File: config.mk
export PLATFORM = sky130hd
export DESIGN_NAME = usbdp_port_cfg
export DESIGN_NICKNAME = d
export VERILOG_FILES = /design/src/pkg/usbdp_pkg.sv /design/src/usbdp_port_cfg.sv
export SDC_FILE = /design/constraint.sdc
export NUM_CORES = 1
export LEC_CHECK = 0
export ABC_AREA = 1
export BUFFER_PORTS_ARGS = -buffer_cell sky130_fd_sc_hd__buf_2
export CAP_MARGIN = 10
export CORE_ASPECT_RATIO = 0.6
export CORE_MARGIN = 4
export CORE_UTILIZATION = 53
export CTS_BUF_LIST = sky130_fd_sc_hd__clkbuf_8
export DETAILED_ROUTE_END_ITERATION = 12
export PLACE_DENSITY = 0.8
export RECOVER_POWER = 50
export SLEW_MARGIN = 20
export SYNTH_ARGS = -nofsm -noshare
export SYNTH_HDL_FRONTEND = slang
export SYNTH_SLANG_ARGS = --single-unit
File: constraint.sdc
create_clock -name clock -period 2.2 [get_ports clock]
set_input_delay 0.44 -clock clock [delete_from_list [all_inputs] [get_ports clock]]
set_output_delay 0.44 -clock clock [all_outputs]
set_load 0.02 [all_outputs]
File: src/pkg/usbdp_pkg.sv
// Purpose: Shared constants for the upstream port configuration block
// Assumes: 8-bit register port, single system clock
// Notes:   Offsets are byte addresses on the register port
package usbdp_pkg;
	// Register offsets
	localparam logic [7:0] ADDR_FUNC = 8'h10;
	localparam logic [7:0] ADDR_EP0  = 8'h12;
	localparam logic [7:0] ADDR_PORT = 8'h1F;
	localparam logic [7:0] REG_RESET = 8'h00;

	// Port status/control fields
	localparam int PORT_SIZE = 7;
	localparam int PORT_CNT  = 6;
	localparam int PORT_DP   = 5;
	localparam int PORT_DM   = 4;
	localparam int PORT_ACT  = 3;

	// Endpoint 0 mode fields
	localparam int EP0_SETUP = 7;
	localparam int EP0_IN    = 6;
	localparam int EP0_OUT   = 5;
	localparam int EP0_ACK   = 4;

	// Function address enable
	localparam int FUNC_EN = 7;

	// Line override codes
	localparam logic [2:0] OVR_NONE  = 3'h0;
	localparam logic [2:0] OVR_J     = 3'h1;
	localparam logic [2:0] OVR_K     = 3'h2;
	localparam logic [2:0] OVR_SE0   = 3'h3;
	localparam logic [2:0] OVR_LOW   = 3'h4;
	localparam logic [2:0] OVR_DMLO  = 3'h5;
	localparam logic [2:0] OVR_DPLO  = 3'h6;
	localparam logic [2:0] OVR_FLOAT = 3'h7;

	// Endpoint buffer bases, small (8-byte) and large layouts
	localparam logic [7:0] SB_EP0 = 8'hF8;
	localparam logic [7:0] SB_EP1 = 8'hF0;
	localparam logic [7:0] SB_EP2 = 8'hE8;
	localparam logic [7:0] SB_EP3 = 8'hE0;
	localparam logic [7:0] SB_EP4 = 8'hD8;
	localparam logic [7:0] LB_EP0 = 8'hB8;
	localparam logic [7:0] LB_EP1 = 8'hC0;
	localparam logic [7:0] LB_EP2 = 8'hE0;
	localparam logic [7:0] LB_EP3 = 8'hA8;
	localparam logic [7:0] LB_EP4 = 8'hB0;
	localparam logic [5:0] SIZE_SMALL = 6'h08;
	localparam logic [5:0] SIZE_LARGE = 6'h20;

	// Processor stall per engine byte
	localparam logic [1:0] STALL_CYCLES = 2'h3;

	typedef enum logic [1:0] {
		TOK_OUT   = 2'h0,
		TOK_IN    = 2'h1,
		TOK_SETUP = 2'h3
	} usbdp_tok_t;

	// Gray-coded endpoint 0 transaction tracker
	typedef enum logic [1:0] {
		TXN_IDLE = 2'h0,
		TXN_BUSY = 2'h1
	} usbdp_txn_t;
endpackage : usbdp_pkg

File: src/usbdp_port_cfg.sv
// Purpose: Upstream port control, addressing, buffer layout, endpoint 0 flags
// Assumes: Engine token/transfer strobes on the same clock; pins are async
// Notes:   Register reads return data the cycle after the read strobe
//
// Functional notes
// Override code 000: engine alone drives the upstream transceiver.
// Codes 001/010/011 force J, K and single-ended zero.
// 100 both low, 101 D+ float D- low, 110 reverse, 111 float.
// Firmware keeps override bits zero for normal USB operation.
// Any non-idle upstream event sets sticky activity bit 3.
// Writing 0 clears activity bit; writing 1 keeps it.
// Bits 5 and 4 read D+ and D- pin levels.
// Reset clears function address and its enable bit.
// No response to programmed address until enable bit 7 set.
// Firmware writes the host-assigned address into bits 6..0.
// Port bits 7 and 6 pick buffer size and endpoint count.
// Layout 00: endpoints 0..2 at F8, F0, E8, eight bytes each.
// Layout 10: ep0 8 bytes at B8, ep1/ep2 32 bytes at C0/E0.
// Layout 01 five small endpoints; 11 adds ep3/ep4 at A8/B0.
// Unused buffer areas stay firmware memory, untouched by engine.
// Each engine buffer byte stalls the processor three cycles.
// Endpoint 0 is bidirectional incl. setup; others one direction.
// Endpoint 0 mode register clears to zero on reset.
// Low four mode bits select endpoint 0 bus response.
// Transaction ending with acknowledge sets bit 4.
// OUT token to endpoint 0 sets bit 5; firmware clears.
// IN token to endpoint 0 sets bit 6; firmware clears.
// Setup bit set only by engine; any processor write clears it; here a write during a setup token or its data phase leaves it set.
// After engine update, bits 6..0 locked until processor reads.
// Accept token only on matching address with enable set.
// Mode-to-response encoding is a parameter table.
//
// Local design decision: the strobed register port.
module usbdp_port_cfg #(
	parameter logic [31:0] MODE_RESP = 32'h0000_0000
) (
	input  wire logic       clock,
	input  wire logic       sys_rst,
	input  wire logic [7:0] regAddr,
	input  wire logic [7:0] regWrData,
	input  wire logic       regWr,
	input  wire logic       regRd,
	output logic      [7:0] regRdData,
	input  wire logic       dpPin,
	input  wire logic       dmPin,
	input  wire logic       sieDp,
	input  wire logic       sieDm,
	input  wire logic       sieOe,
	output logic            dpOut,
	output logic            dpOe,
	output logic            dmOut,
	output logic            dmOe,
	input  wire logic       tokValid,
	input  wire logic [1:0] tokType,
	input  wire logic [6:0] tokAddr,
	input  wire logic [3:0] tokEndp,
	output logic            tokAccept,
	input  wire logic       txnEnd,
	input  wire logic       txnAcked,
	output logic      [1:0] ep0Resp,
	input  wire logic       fifoWr,
	input  wire logic [2:0] fifoEp,
	input  wire logic [4:0] fifoOfs,
	input  wire logic [7:0] fifoData,
	output logic            memWe,
	output logic      [7:0] memAddr,
	output logic      [7:0] memData,
	output logic            cpuStall
);
	logic       dpS1_q, dpS2_q, dmS1_q, dmS2_q;
	logic [1:0] layout_q;
	logic [2:0] ovr_q;
	logic       act_q;
	logic [7:0] funcAddr_q;
	logic [3:0] ep0Mode_q;
	logic       ep0Ack_q, ep0Out_q, ep0In_q, ep0Setup_q, lock_q;
	logic [1:0] txnType_q;
	logic [1:0] stallCnt_q;
	usbdp_pkg::usbdp_txn_t txn_q;

	// Register port decode
	wire wrFunc = regWr && (regAddr == usbdp_pkg::ADDR_FUNC);
	wire wrEp0  = regWr && (regAddr == usbdp_pkg::ADDR_EP0);
	wire wrPort = regWr && (regAddr == usbdp_pkg::ADDR_PORT);
	wire rdEp0  = regRd && (regAddr == usbdp_pkg::ADDR_EP0);

	wire [7:0] portVal = {layout_q, dpS2_q, dmS2_q, act_q, ovr_q};
	wire [7:0] ep0Val  = {ep0Setup_q, ep0In_q, ep0Out_q, ep0Ack_q, ep0Mode_q};
	wire [7:0] rdMux   =
		(regAddr == usbdp_pkg::ADDR_FUNC) ? funcAddr_q :
		(regAddr == usbdp_pkg::ADDR_EP0)  ? ep0Val :
		(regAddr == usbdp_pkg::ADDR_PORT) ? portVal : usbdp_pkg::REG_RESET;

	// Bus activity: anything other than idle J on the synced pair
	wire lineBusy = !(dpS2_q && !dmS2_q);

	// Token acceptance
	wire funcEn  = funcAddr_q[usbdp_pkg::FUNC_EN];
	wire accept  = tokValid && funcEn && (tokAddr == funcAddr_q[6:0]);
	wire ep0Tok  = accept && (tokEndp == 4'h0) && (txn_q == usbdp_pkg::TXN_IDLE);
	wire setSetup = ep0Tok && (tokType == usbdp_pkg::TOK_SETUP);
	wire txnDone = txnEnd && (txn_q == usbdp_pkg::TXN_BUSY);
	// Setup bit held high through the setup data phase
	wire setupHold = (txn_q == usbdp_pkg::TXN_BUSY)
		&& (txnType_q == usbdp_pkg::TOK_SETUP);
	wire cpuLowWr = wrEp0 && !lock_q && !txnDone;

	// Buffer layout map
	logic       epUsed;
	logic [7:0] epBase;
	logic [5:0] epSize;
	always_comb begin
		epUsed = 1'b1;
		epBase = usbdp_pkg::SB_EP0;
		epSize = layout_q[1] ? usbdp_pkg::SIZE_LARGE : usbdp_pkg::SIZE_SMALL;
		case (fifoEp)
			3'h0: begin
				epBase = layout_q[1] ? usbdp_pkg::LB_EP0 : usbdp_pkg::SB_EP0;
				epSize = usbdp_pkg::SIZE_SMALL;
			end
			3'h1: epBase = layout_q[1] ? usbdp_pkg::LB_EP1 : usbdp_pkg::SB_EP1;
			3'h2: epBase = layout_q[1] ? usbdp_pkg::LB_EP2 : usbdp_pkg::SB_EP2;
			3'h3: begin
				epUsed = layout_q[0];
				epBase = layout_q[1] ? usbdp_pkg::LB_EP3 : usbdp_pkg::SB_EP3;
				epSize = usbdp_pkg::SIZE_SMALL;
			end
			3'h4: begin
				epUsed = layout_q[0];
				epBase = layout_q[1] ? usbdp_pkg::LB_EP4 : usbdp_pkg::SB_EP4;
				epSize = usbdp_pkg::SIZE_SMALL;
			end
			default: epUsed = 1'b0;
		endcase
	end

	// Writes outside the live layout never reach memory
	wire fifoTake = fifoWr && (stallCnt_q == 2'h0) && epUsed
		&& ({1'b0, fifoOfs} < epSize);
	wire [1:0] stallCnt_d = fifoTake ? usbdp_pkg::STALL_CYCLES :
		(stallCnt_q != 2'h0) ? stallCnt_q - 2'h1 : 2'h0;

	// Line override decode
	logic dpD, dpOeD, dmD, dmOeD;
	always_comb begin
		dpD   = 1'b0;
		dmD   = 1'b0;
		dpOeD = 1'b1;
		dmOeD = 1'b1;
		case (ovr_q)
			usbdp_pkg::OVR_NONE: begin
				dpD   = sieDp;
				dmD   = sieDm;
				dpOeD = sieOe;
				dmOeD = sieOe;
			end
			usbdp_pkg::OVR_J: dpD = 1'b1;
			usbdp_pkg::OVR_K: dmD = 1'b1;
			usbdp_pkg::OVR_SE0: dpD = 1'b0;
			usbdp_pkg::OVR_LOW: dpD = 1'b0;
			usbdp_pkg::OVR_DMLO: dpOeD = 1'b0;
			usbdp_pkg::OVR_DPLO: dmOeD = 1'b0;
			default: begin
				dpOeD = 1'b0;
				dmOeD = 1'b0;
			end
		endcase
	end

	// Pin synchronisers
	always_ff @(posedge clock or posedge sys_rst) begin
		if (sys_rst) begin
			// Idle J on reset, else the first edges read as bus activity
			{dpS1_q, dpS2_q} <= 2'h3;
			{dmS1_q, dmS2_q} <= 2'h0;
		end else begin
			dpS1_q <= dpPin;
			dpS2_q <= dpS1_q;
			dmS1_q <= dmPin;
			dmS2_q <= dmS1_q;
		end
	end

	// Port status/control and function address
	always_ff @(posedge clock or posedge sys_rst) begin
		if (sys_rst) begin
			layout_q   <= 2'h0;
			ovr_q      <= usbdp_pkg::OVR_NONE;
			act_q      <= 1'b0;
			funcAddr_q <= usbdp_pkg::REG_RESET;
		end else begin
			if (wrPort) begin
				layout_q <= regWrData[usbdp_pkg::PORT_SIZE:usbdp_pkg::PORT_CNT];
				ovr_q    <= regWrData[2:0];
			end
			// Bus activity set wins over a same-cycle clear
			if (lineBusy) begin
				act_q <= 1'b1;
			end else if (wrPort && !regWrData[usbdp_pkg::PORT_ACT]) begin
				act_q <= 1'b0;
			end
			if (wrFunc) begin
				funcAddr_q <= regWrData;
			end
		end
	end

	// Endpoint 0 mode register and transaction tracking
	always_ff @(posedge clock or posedge sys_rst) begin
		if (sys_rst) begin
			ep0Mode_q  <= 4'h0;
			ep0Ack_q   <= 1'b0;
			ep0Out_q   <= 1'b0;
			ep0In_q    <= 1'b0;
			ep0Setup_q <= 1'b0;
			lock_q     <= 1'b0;
			txn_q      <= usbdp_pkg::TXN_IDLE;
			txnType_q  <= usbdp_pkg::TOK_OUT;
		end else begin
			case (txn_q)
				usbdp_pkg::TXN_IDLE: if (ep0Tok) begin
					txn_q     <= usbdp_pkg::TXN_BUSY;
					txnType_q <= tokType;
				end
				default: if (txnEnd) begin
					txn_q <= usbdp_pkg::TXN_IDLE;
				end
			endcase
			if (setSetup || setupHold) begin
				ep0Setup_q <= 1'b1;
			end else if (wrEp0) begin
				ep0Setup_q <= 1'b0;
			end
			if (txnDone) begin
				ep0Out_q <= ep0Out_q || (txnType_q == usbdp_pkg::TOK_OUT);
				ep0In_q  <= ep0In_q || (txnType_q == usbdp_pkg::TOK_IN);
				ep0Ack_q <= ep0Ack_q || txnAcked;
			end else if (cpuLowWr) begin
				ep0Mode_q <= regWrData[3:0];
				ep0Ack_q  <= regWrData[usbdp_pkg::EP0_ACK];
				ep0Out_q  <= regWrData[usbdp_pkg::EP0_OUT];
				ep0In_q   <= regWrData[usbdp_pkg::EP0_IN];
			end
			// Engine update re-locks even if read lands the same cycle
			if (txnDone) begin
				lock_q <= 1'b1;
			end else if (rdEp0) begin
				lock_q <= 1'b0;
			end
		end
	end

	// Registered outputs
	always_ff @(posedge clock or posedge sys_rst) begin
		if (sys_rst) begin
			regRdData  <= 8'h00;
			{dpOut, dmOut, dpOe, dmOe} <= 4'h0;
			tokAccept  <= 1'b0;
			ep0Resp    <= 2'h0;
			memWe      <= 1'b0;
			memAddr    <= 8'h00;
			memData    <= 8'h00;
			cpuStall   <= 1'b0;
			stallCnt_q <= 2'h0;
		end else begin
			regRdData  <= regRd ? rdMux : 8'h00;
			dpOut      <= dpD;
			dmOut      <= dmD;
			dpOe       <= dpOeD;
			dmOe       <= dmOeD;
			tokAccept  <= accept;
			ep0Resp    <= MODE_RESP[{ep0Mode_q, 1'b0} +: 2];
			memWe      <= fifoTake;
			memAddr    <= epBase + {3'h0, fifoOfs};
			memData    <= fifoData;
			stallCnt_q <= stallCnt_d;
			cpuStall   <= (stallCnt_d != 2'h0);
		end
	end
endmodule : usbdp_port_cfg

==> results of run 1 <==
power breakdown:
group          internal, mW  switching (mW)  total (mW)
registers              1.23          0.0364        1.27
clock network         0.465           0.446       0.911
logic                 0.123           0.222       0.345
how the worst min path moves through the flow:
stage | to | startpoint
floorplan | dmS2_q | dmS1_q
global placement | dmS2_q | dmS1_q
detailed placement | dpS2_q | dpS1_q
CTS | memData[3] | sys_rst
global route | dpS1_q | dpPin
finish | dpS1_q | dpPin
worst max-delay path, cell delays in order, from the launching register on:
cell and delay (ns):
dfrtp_1 0.45, nor2_1 0.15, o21ai_0 0.09, o21ai_0 0.17
ha_1 0.19, inv_1 0.05, fa_1 0.35, inv_1 0.10
xor2_1 0.15
metal layers:
metal	wire (µm)	track usage, %	part of all wire, %	vias up
met4	65	6.46	0.95	0
met2	2880	31.9	42	139
met1	3030	31.5	45	1221
li1	-	-	-	1251
met3	834	7.96	12	8
met5	0	0	0	-
layout by cell type (no fill, tap or decap), types with 2 or more instances in the layout:
| cell type | instances |
|---|---|
| buf_2 | 88 |
| nand2_1 | 86 |
| dfrtp_1 | 61 |
| inv_1 | 56 |
| nand3_1 | 28 |
| nor2_1 | 22 |
| a21oi_1 | 16 |
| o21ai_1 | 16 |
| clkbuf_8 | 11 |
| o211ai_1 | 8 |
| o21ai_0 | 6 |
| nor3_1 | 4 |
| inv_2 | 4 |
| nand2_2 | 4 |
| buf_4 | 4 |
| clkinvlp_4 | 3 |
| nand4_1 | 2 |
| o21ai_2 | 2 |
| o21a_1 | 2 |
| ha_1 | 2 |
| conb_1 | 2 |
| clkinv_2 | 2 |
| dfstp_2 | 2 |
sequential cells by signal, indices dropped and copies added (netlist names), 2 cells and up:
name / flops
funcAddr_q: 8
memAddr: 8
memData: 8
regRdData: 8
ep0Mode_q: 4
ovr_q: 3
layout_q: 2
stallCnt_q: 2
txnType_q: 2
final cells by class:
| type | count | share of cell area (%) |
|---|---|---|
| multi-input cells | 209 | 28.5 |
| flip-flops and latches | 63 | 44.3 |
| clock inverters | 5 | 0.913 |
| well taps | 66 | 2.32 |
| inverters | 60 | 6.32 |
| repair buffers | 93 | 13.3 |
| clock buffers | 11 | 4.25 |
logic make-up after synthesis:
logic type	after synthesis	synth area share, %
and+or+nand+nor	150	22.5
buffers and inverters	68	9.68
DFF	63	55.0
AOI/OAI and AO/OA	52	10.4
adders and majority gates	3	1.57
xor gates and xnor gates	2	0.611
other	1	0.131
per-stage QoR:
step / cell area (µm²) / util [%] / power (mW)
after global routing: 3560 / 69.1 / 2.66
final: 3560 / 69.1 / 2.52
after CTS: 3580 / 69.4 / 2.56
after floorplan: 2870 / - / 1.49
after detailed placement: 3390 / 65.8 / 1.64
after global placement: 3390 / 65.8 / 1.63
==> impl_results.md, run 1 <==
* Status: finished, violations left
* Failing checks: max-capacitance violations, max-slew violations
* Footprint of the multi-input gates at about 1000 µm²
* Fillers at about 430
* Hold_buf cts at 0
* Hold Vio Cnt, Final at 0
* Initial DRC count at around 270
* Layout Nets at ~500
* Layout cells sized above 1 at between 20% and 30%
* Ys Warns at 0
* Pwr Density at 709 nW/µm²
* Final ANT Viol Nets at 0
* Post-synth top area share at 53.2%
* DP HPWL at between 5000 and 6000 µm
* Final Slew Violations at 64
* TritonCTS Buffers at 9
* Worst reg2reg path depth at 8
* Root buf cell: clkbuf_8
* Synth Cell Area at 2870 µm²
* Worst vdd ir at roughly 450 µV
* Cells after synthesis at roughly 340
* Min-Delay Path Depth at 1
* Io pins at 91
* Final worst slack at 0.427 ns
* Hold WC Path Type: primary input to flip-flop
* First-pass GRT wire length at between 10000 and 15000 µm
* Arr. time, crit path at a little over 2 ns
* Reg2reg start: layout_q[1]
* Pre-CTS WS at a little under 0.3 ns
* Post-Layout Cell Count at 507
* Setup violators final at 0
* Gpl congestion at 0.891
* CP Launch Point: layout_q[1]
* Seq/Total Area, Yosys at a little under three fifths
* Worst-Margin Slew at ~1.5 ns
* Drt pass-1 iters at 5
* Period utilization at approximately four fifths
* Via Count at between 2000 and 3000
* Crit path capture: memAddr[5]
* Via density at ~5.2
* Pleak at 1.98 nW
* Grt total ovfl at 0
* Post-Place Cells at 491
* CTS tree: built
* Clock slew at reported path FFs at approximately 0.070 ns
* Crit path time final at about 1.8 ns
* Rel. slew slack at -0.511%
* Gr usage total at ~22%
* Rows at 20
* Clk buf depth at 2
* Skew final at between 0.009 and 0.01 ns
* Drt wl/cell at between 10 and 15 µm
* Worst setup EP type: flip-flop
* Post-CTS Setup Repair Bufs at 0
* Ant diodes at 0
* Critical Path RT at ~2.5 ns
* Worst skew pair latency at between 0.3 and 0.4 ns
* H-tree depth at 3
* Die area at 6690 µm²
* Most common cell in the netlist: nand2_1
* Antenna violations before repair at 0
* Initial Utilization at a little under three fifths
* Unique masters post-synth at 31
* Post-synth top area cell: dfrtp_1
* Register area at 1580 µm²
* WHS at 0.196 ns
* RSZ-0062 raised after global routing: no
* Die Wd at about 100 µm
* WL final at 6820 µm
* Input/output buffers at around 90
* Seq cells post-synth at 63
* Most frequent cells after synthesis: 86 x nand2_1, 61 x dfrtp_1, 56 x inv_1, 28 x nand3_1, 22 x nor2_1
* Vias in the first global route at between 2000 and 2500
* Max FO, Critical Path at 7
* Reg2reg setup slack at between 0.4 and 0.5 ns
* Synth-to-Final Area Change at 24.2%
* Asr flop ratio synth at between 90% and 100%
* Post-synth EDFFs at 0
* Startpoint Class: flip-flop
* Highest clock rate at 0.564 GHz
* Post_cts resized at 0
* Setup TNS at 0 ns
* RR Endpoint: memAddr[5]
* Total clock sinks at 63
* # Max-Cap Violations at 1
* Largest net degree at the start of global routing at 64
* Largest cells by area after synthesis: dfrtp_1 53%, nand2_1 11%, inv_1 7.3%, nand3_1 4.9%, nor2_1 2.9%
* Die height at 65.0 µm
* Worst setup path class: flip-flop to flip-flop
* Core area at between 5000 and 6000 µm²
* DRC at 0
* Mean area per synthesized cell at about 8.5 µm²
* Post-synth top flop: dfrtp_1
Note: power is estimated with default switching activity, not from simulation.
==> run 2: changes to the inputs <==
CORE_UTILIZATION = 47   (was 53)
PLACE_DENSITY = 0.74   (was 0.8)
clock period = 1.58 ns   (was 2.2 ns; I/O delays follow)
==> run 2 against run 1 <==
  * The run ends with negative setup slack left
  * Count of clock-buffer cells in the layout down 2
  * Total power up 56%
  * Largest power group unchanged
  * Hold slack worse by 0.13 ns
  * Critical path type unchanged
  * Highest routed layer unchanged
==> impl_results.md, run 2 (synthesis gave the netlist of run 1 again) <==
* Largest net degree at the start of global routing at 38 (-41%)
* Drt wl/cell at 13.3 µm (-0.78%)
* WHS at 0.0694 ns (-0.127 ns)
* Final ANT Viol Nets at 0 (unchanged)
* Clock slew at reported path FFs at 0.07 ns (about the same)
* Root buf cell: clkbuf_8
* Placed cell area at 3470 µm² (+2.4%)
* Failing checks: negative setup slack
* Worst vdd ir at 455 µV (+1.6%)
* DRC at 0 (unchanged)
* Arr. time, crit path at 1.90 ns (-0.13 ns)
* First-pass GRT wire length at 11300 µm (+0.24%)
* Vias in the first global route at 2346 (-4.1%)
* DP HPWL at 5510 µm (+7.8%)
* Hold Vio Cnt, Final at 0 (unchanged)
* TritonCTS Buffers at 9 (unchanged)
* # Max-Cap Violations at 0 (-1)
* Ant diodes at 0 (unchanged)
* Layout Nets at 507 (+2.0%)
* Final Slew Violations at 0 (-100%)
* Cell area after layout at 3710 µm² (+4.2%)
* Input/output buffers at 88 (unchanged)
* Core area at 5730 µm² (+11%)
* Skew final at 0.00632 ns (-0.00291 ns)
* Critical Path RT at 1.82 ns (-0.64 ns)
* Final worst slack at -0.0807 ns (-0.507 ns)
* Max FO, Critical Path at 4 (-3)
* Gr usage total at 20.4% (-1.7 points)
* Antenna violations before repair at 0 (unchanged)
* Gpl congestion at 0.916 (+2.8%)
* Clk buf depth at 2 (unchanged)
* Via Count at 2547 (-2.7%)
* Worst skew pair latency at 0.34 ns (about the same)
* Initial Utilization at 50.1% (-5.6 points)
* Grt total ovfl at 0 (unchanged)
* CTS tree: built
* Pwr Density at 1060 nW/µm² (+49%)
* Setup violators final at 4 (+4)
* Worst setup path class: flip-flop to flip-flop
* Drt pass-1 iters at 5 (unchanged)
* H-tree depth at 3 (unchanged)
* Status: finished, violations left
* Layout cells sized above 1 at 30.4% (+1.8 points)
* Period utilization at 105% (+25 points)
* Total clock sinks at 63 (unchanged)
* Highest clock rate at 0.602 GHz (+6.8%)
* Pre-CTS WS at -0.226 ns (-0.523 ns)
* Rows at 21 (+5.0%)
* Initial DRC count at 190 (-29%)
* Most frequent cells in the layout: 87 x buf_2, 86 x nand2_1, 61 x dfrtp_1
* Pleak at 2.05 nW (+3.4%)
* Io pins at 91 (unchanged)
* Worst-Margin Slew at 0.750 ns (-0.757 ns)
* WL final at 7080 µm (+3.9%)
* Die Wd at 109 µm (+5.7%)
* RSZ-0062 raised after global routing: yes
* Commonest non-fill, non-tap cell in the layout: buf_2
* Rel. slew slack at 49.7% (+50 points)
* Final Core Density at 64.8% (-4.3 points)
* Die area at 7460 µm² (+11%)
* Hold WC Path Type: primary input to flip-flop
* Synth-to-Final Area Change at 29.4%
* Startpoint Class: flip-flop
* Crit path time final at 1.66 ns (-0.113 ns)
* Worst setup EP type: flip-flop
* Via density at 4.80 (-7.1%)
* Reg2reg setup slack at -0.08 ns (-0.51 ns)
* Die height at 68.5 µm (+5.4%)
## run 2: per-stage QoR
stage | TNS, ns | total power, mW | instances
after global routing | -0.420 | 4.11 | 531
after floorplan | 0 | 2.08 | 340
after CTS | -0.139 | 3.96 | 531
after detailed placement | -0.827 | 2.30 | 513
after global placement | -0.322 | 2.28 | 513
final | -0.138 | 3.93 | 531
## run 2: area by class of cell
| class | instances | area (µm²) |
|---|---|---|
| clock buffers | 9 | 124 |
| clock inverters | 7 | 113 |
| fillers | 523 | 2010 |
| inverters | 60 | 226 |
| multi-input cells | 209 | 1020 |
| flip-flops and latches | 63 | 1580 |
| well taps | 80 | 100 |
| repair buffers | 103 | 548 |
## run 2: critical path, cell delays in order (launching register included)
cell	delay, ns
dfrtp_1	0.42
nor2_2	0.13
o21ai_1	0.07
o21ai_1	0.13
ha_2	0.21
inv_2	0.04
fa_2	0.52
inv_1	0.04
## run 2: report_power, final
| part | switching [mW] | internal, mW | total, mW |
|---|---|---|---|
| registers | 0.0511 | 1.72 | 1.77 |
| clock network | 0.606 | 1.04 | 1.64 |
| logic | 0.324 | 0.191 | 0.515 |
| total | 0.981 | 2.95 | 3.93 |
## run 2: layer usage
| metal | global-route usage, % | up-vias | wire (µm) |
|---|---|---|---|
| li1 | - | 1276 | - |
| met1 | 29.5 | 1134 | 3390 |
| met2 | 30.1 | 131 | 3000 |
| met3 | 6.23 | 6 | 657 |
| met4 | 5.20 | 0 | 36 |
| met5 | 0 | - | 0 |
## run 2: final timing paths
path,start,end,depth (start not counted)
worst min-delay path,dpPin,dpS1_q,1
worst max-delay path,layout_q[1],memAddr[4],7
worst max register to register,layout_q[1],memAddr[4],7
min in group asynchronous,sys_rst,dpOut,3
worst min register to register,dpS1_q,dpS2_q,0
max in group asynchronous,sys_rst,lock_q,4
## run 2: what timing repair did
item / CTS / global route
cloned: 0 / 0
endpoints found under the hold margin: 16 / 0
resized for setup: 8 / 0
buffers inserted: 1 / 0
hold buffers: 1 / 0
endpoints found under the setup margin: 4 / 4
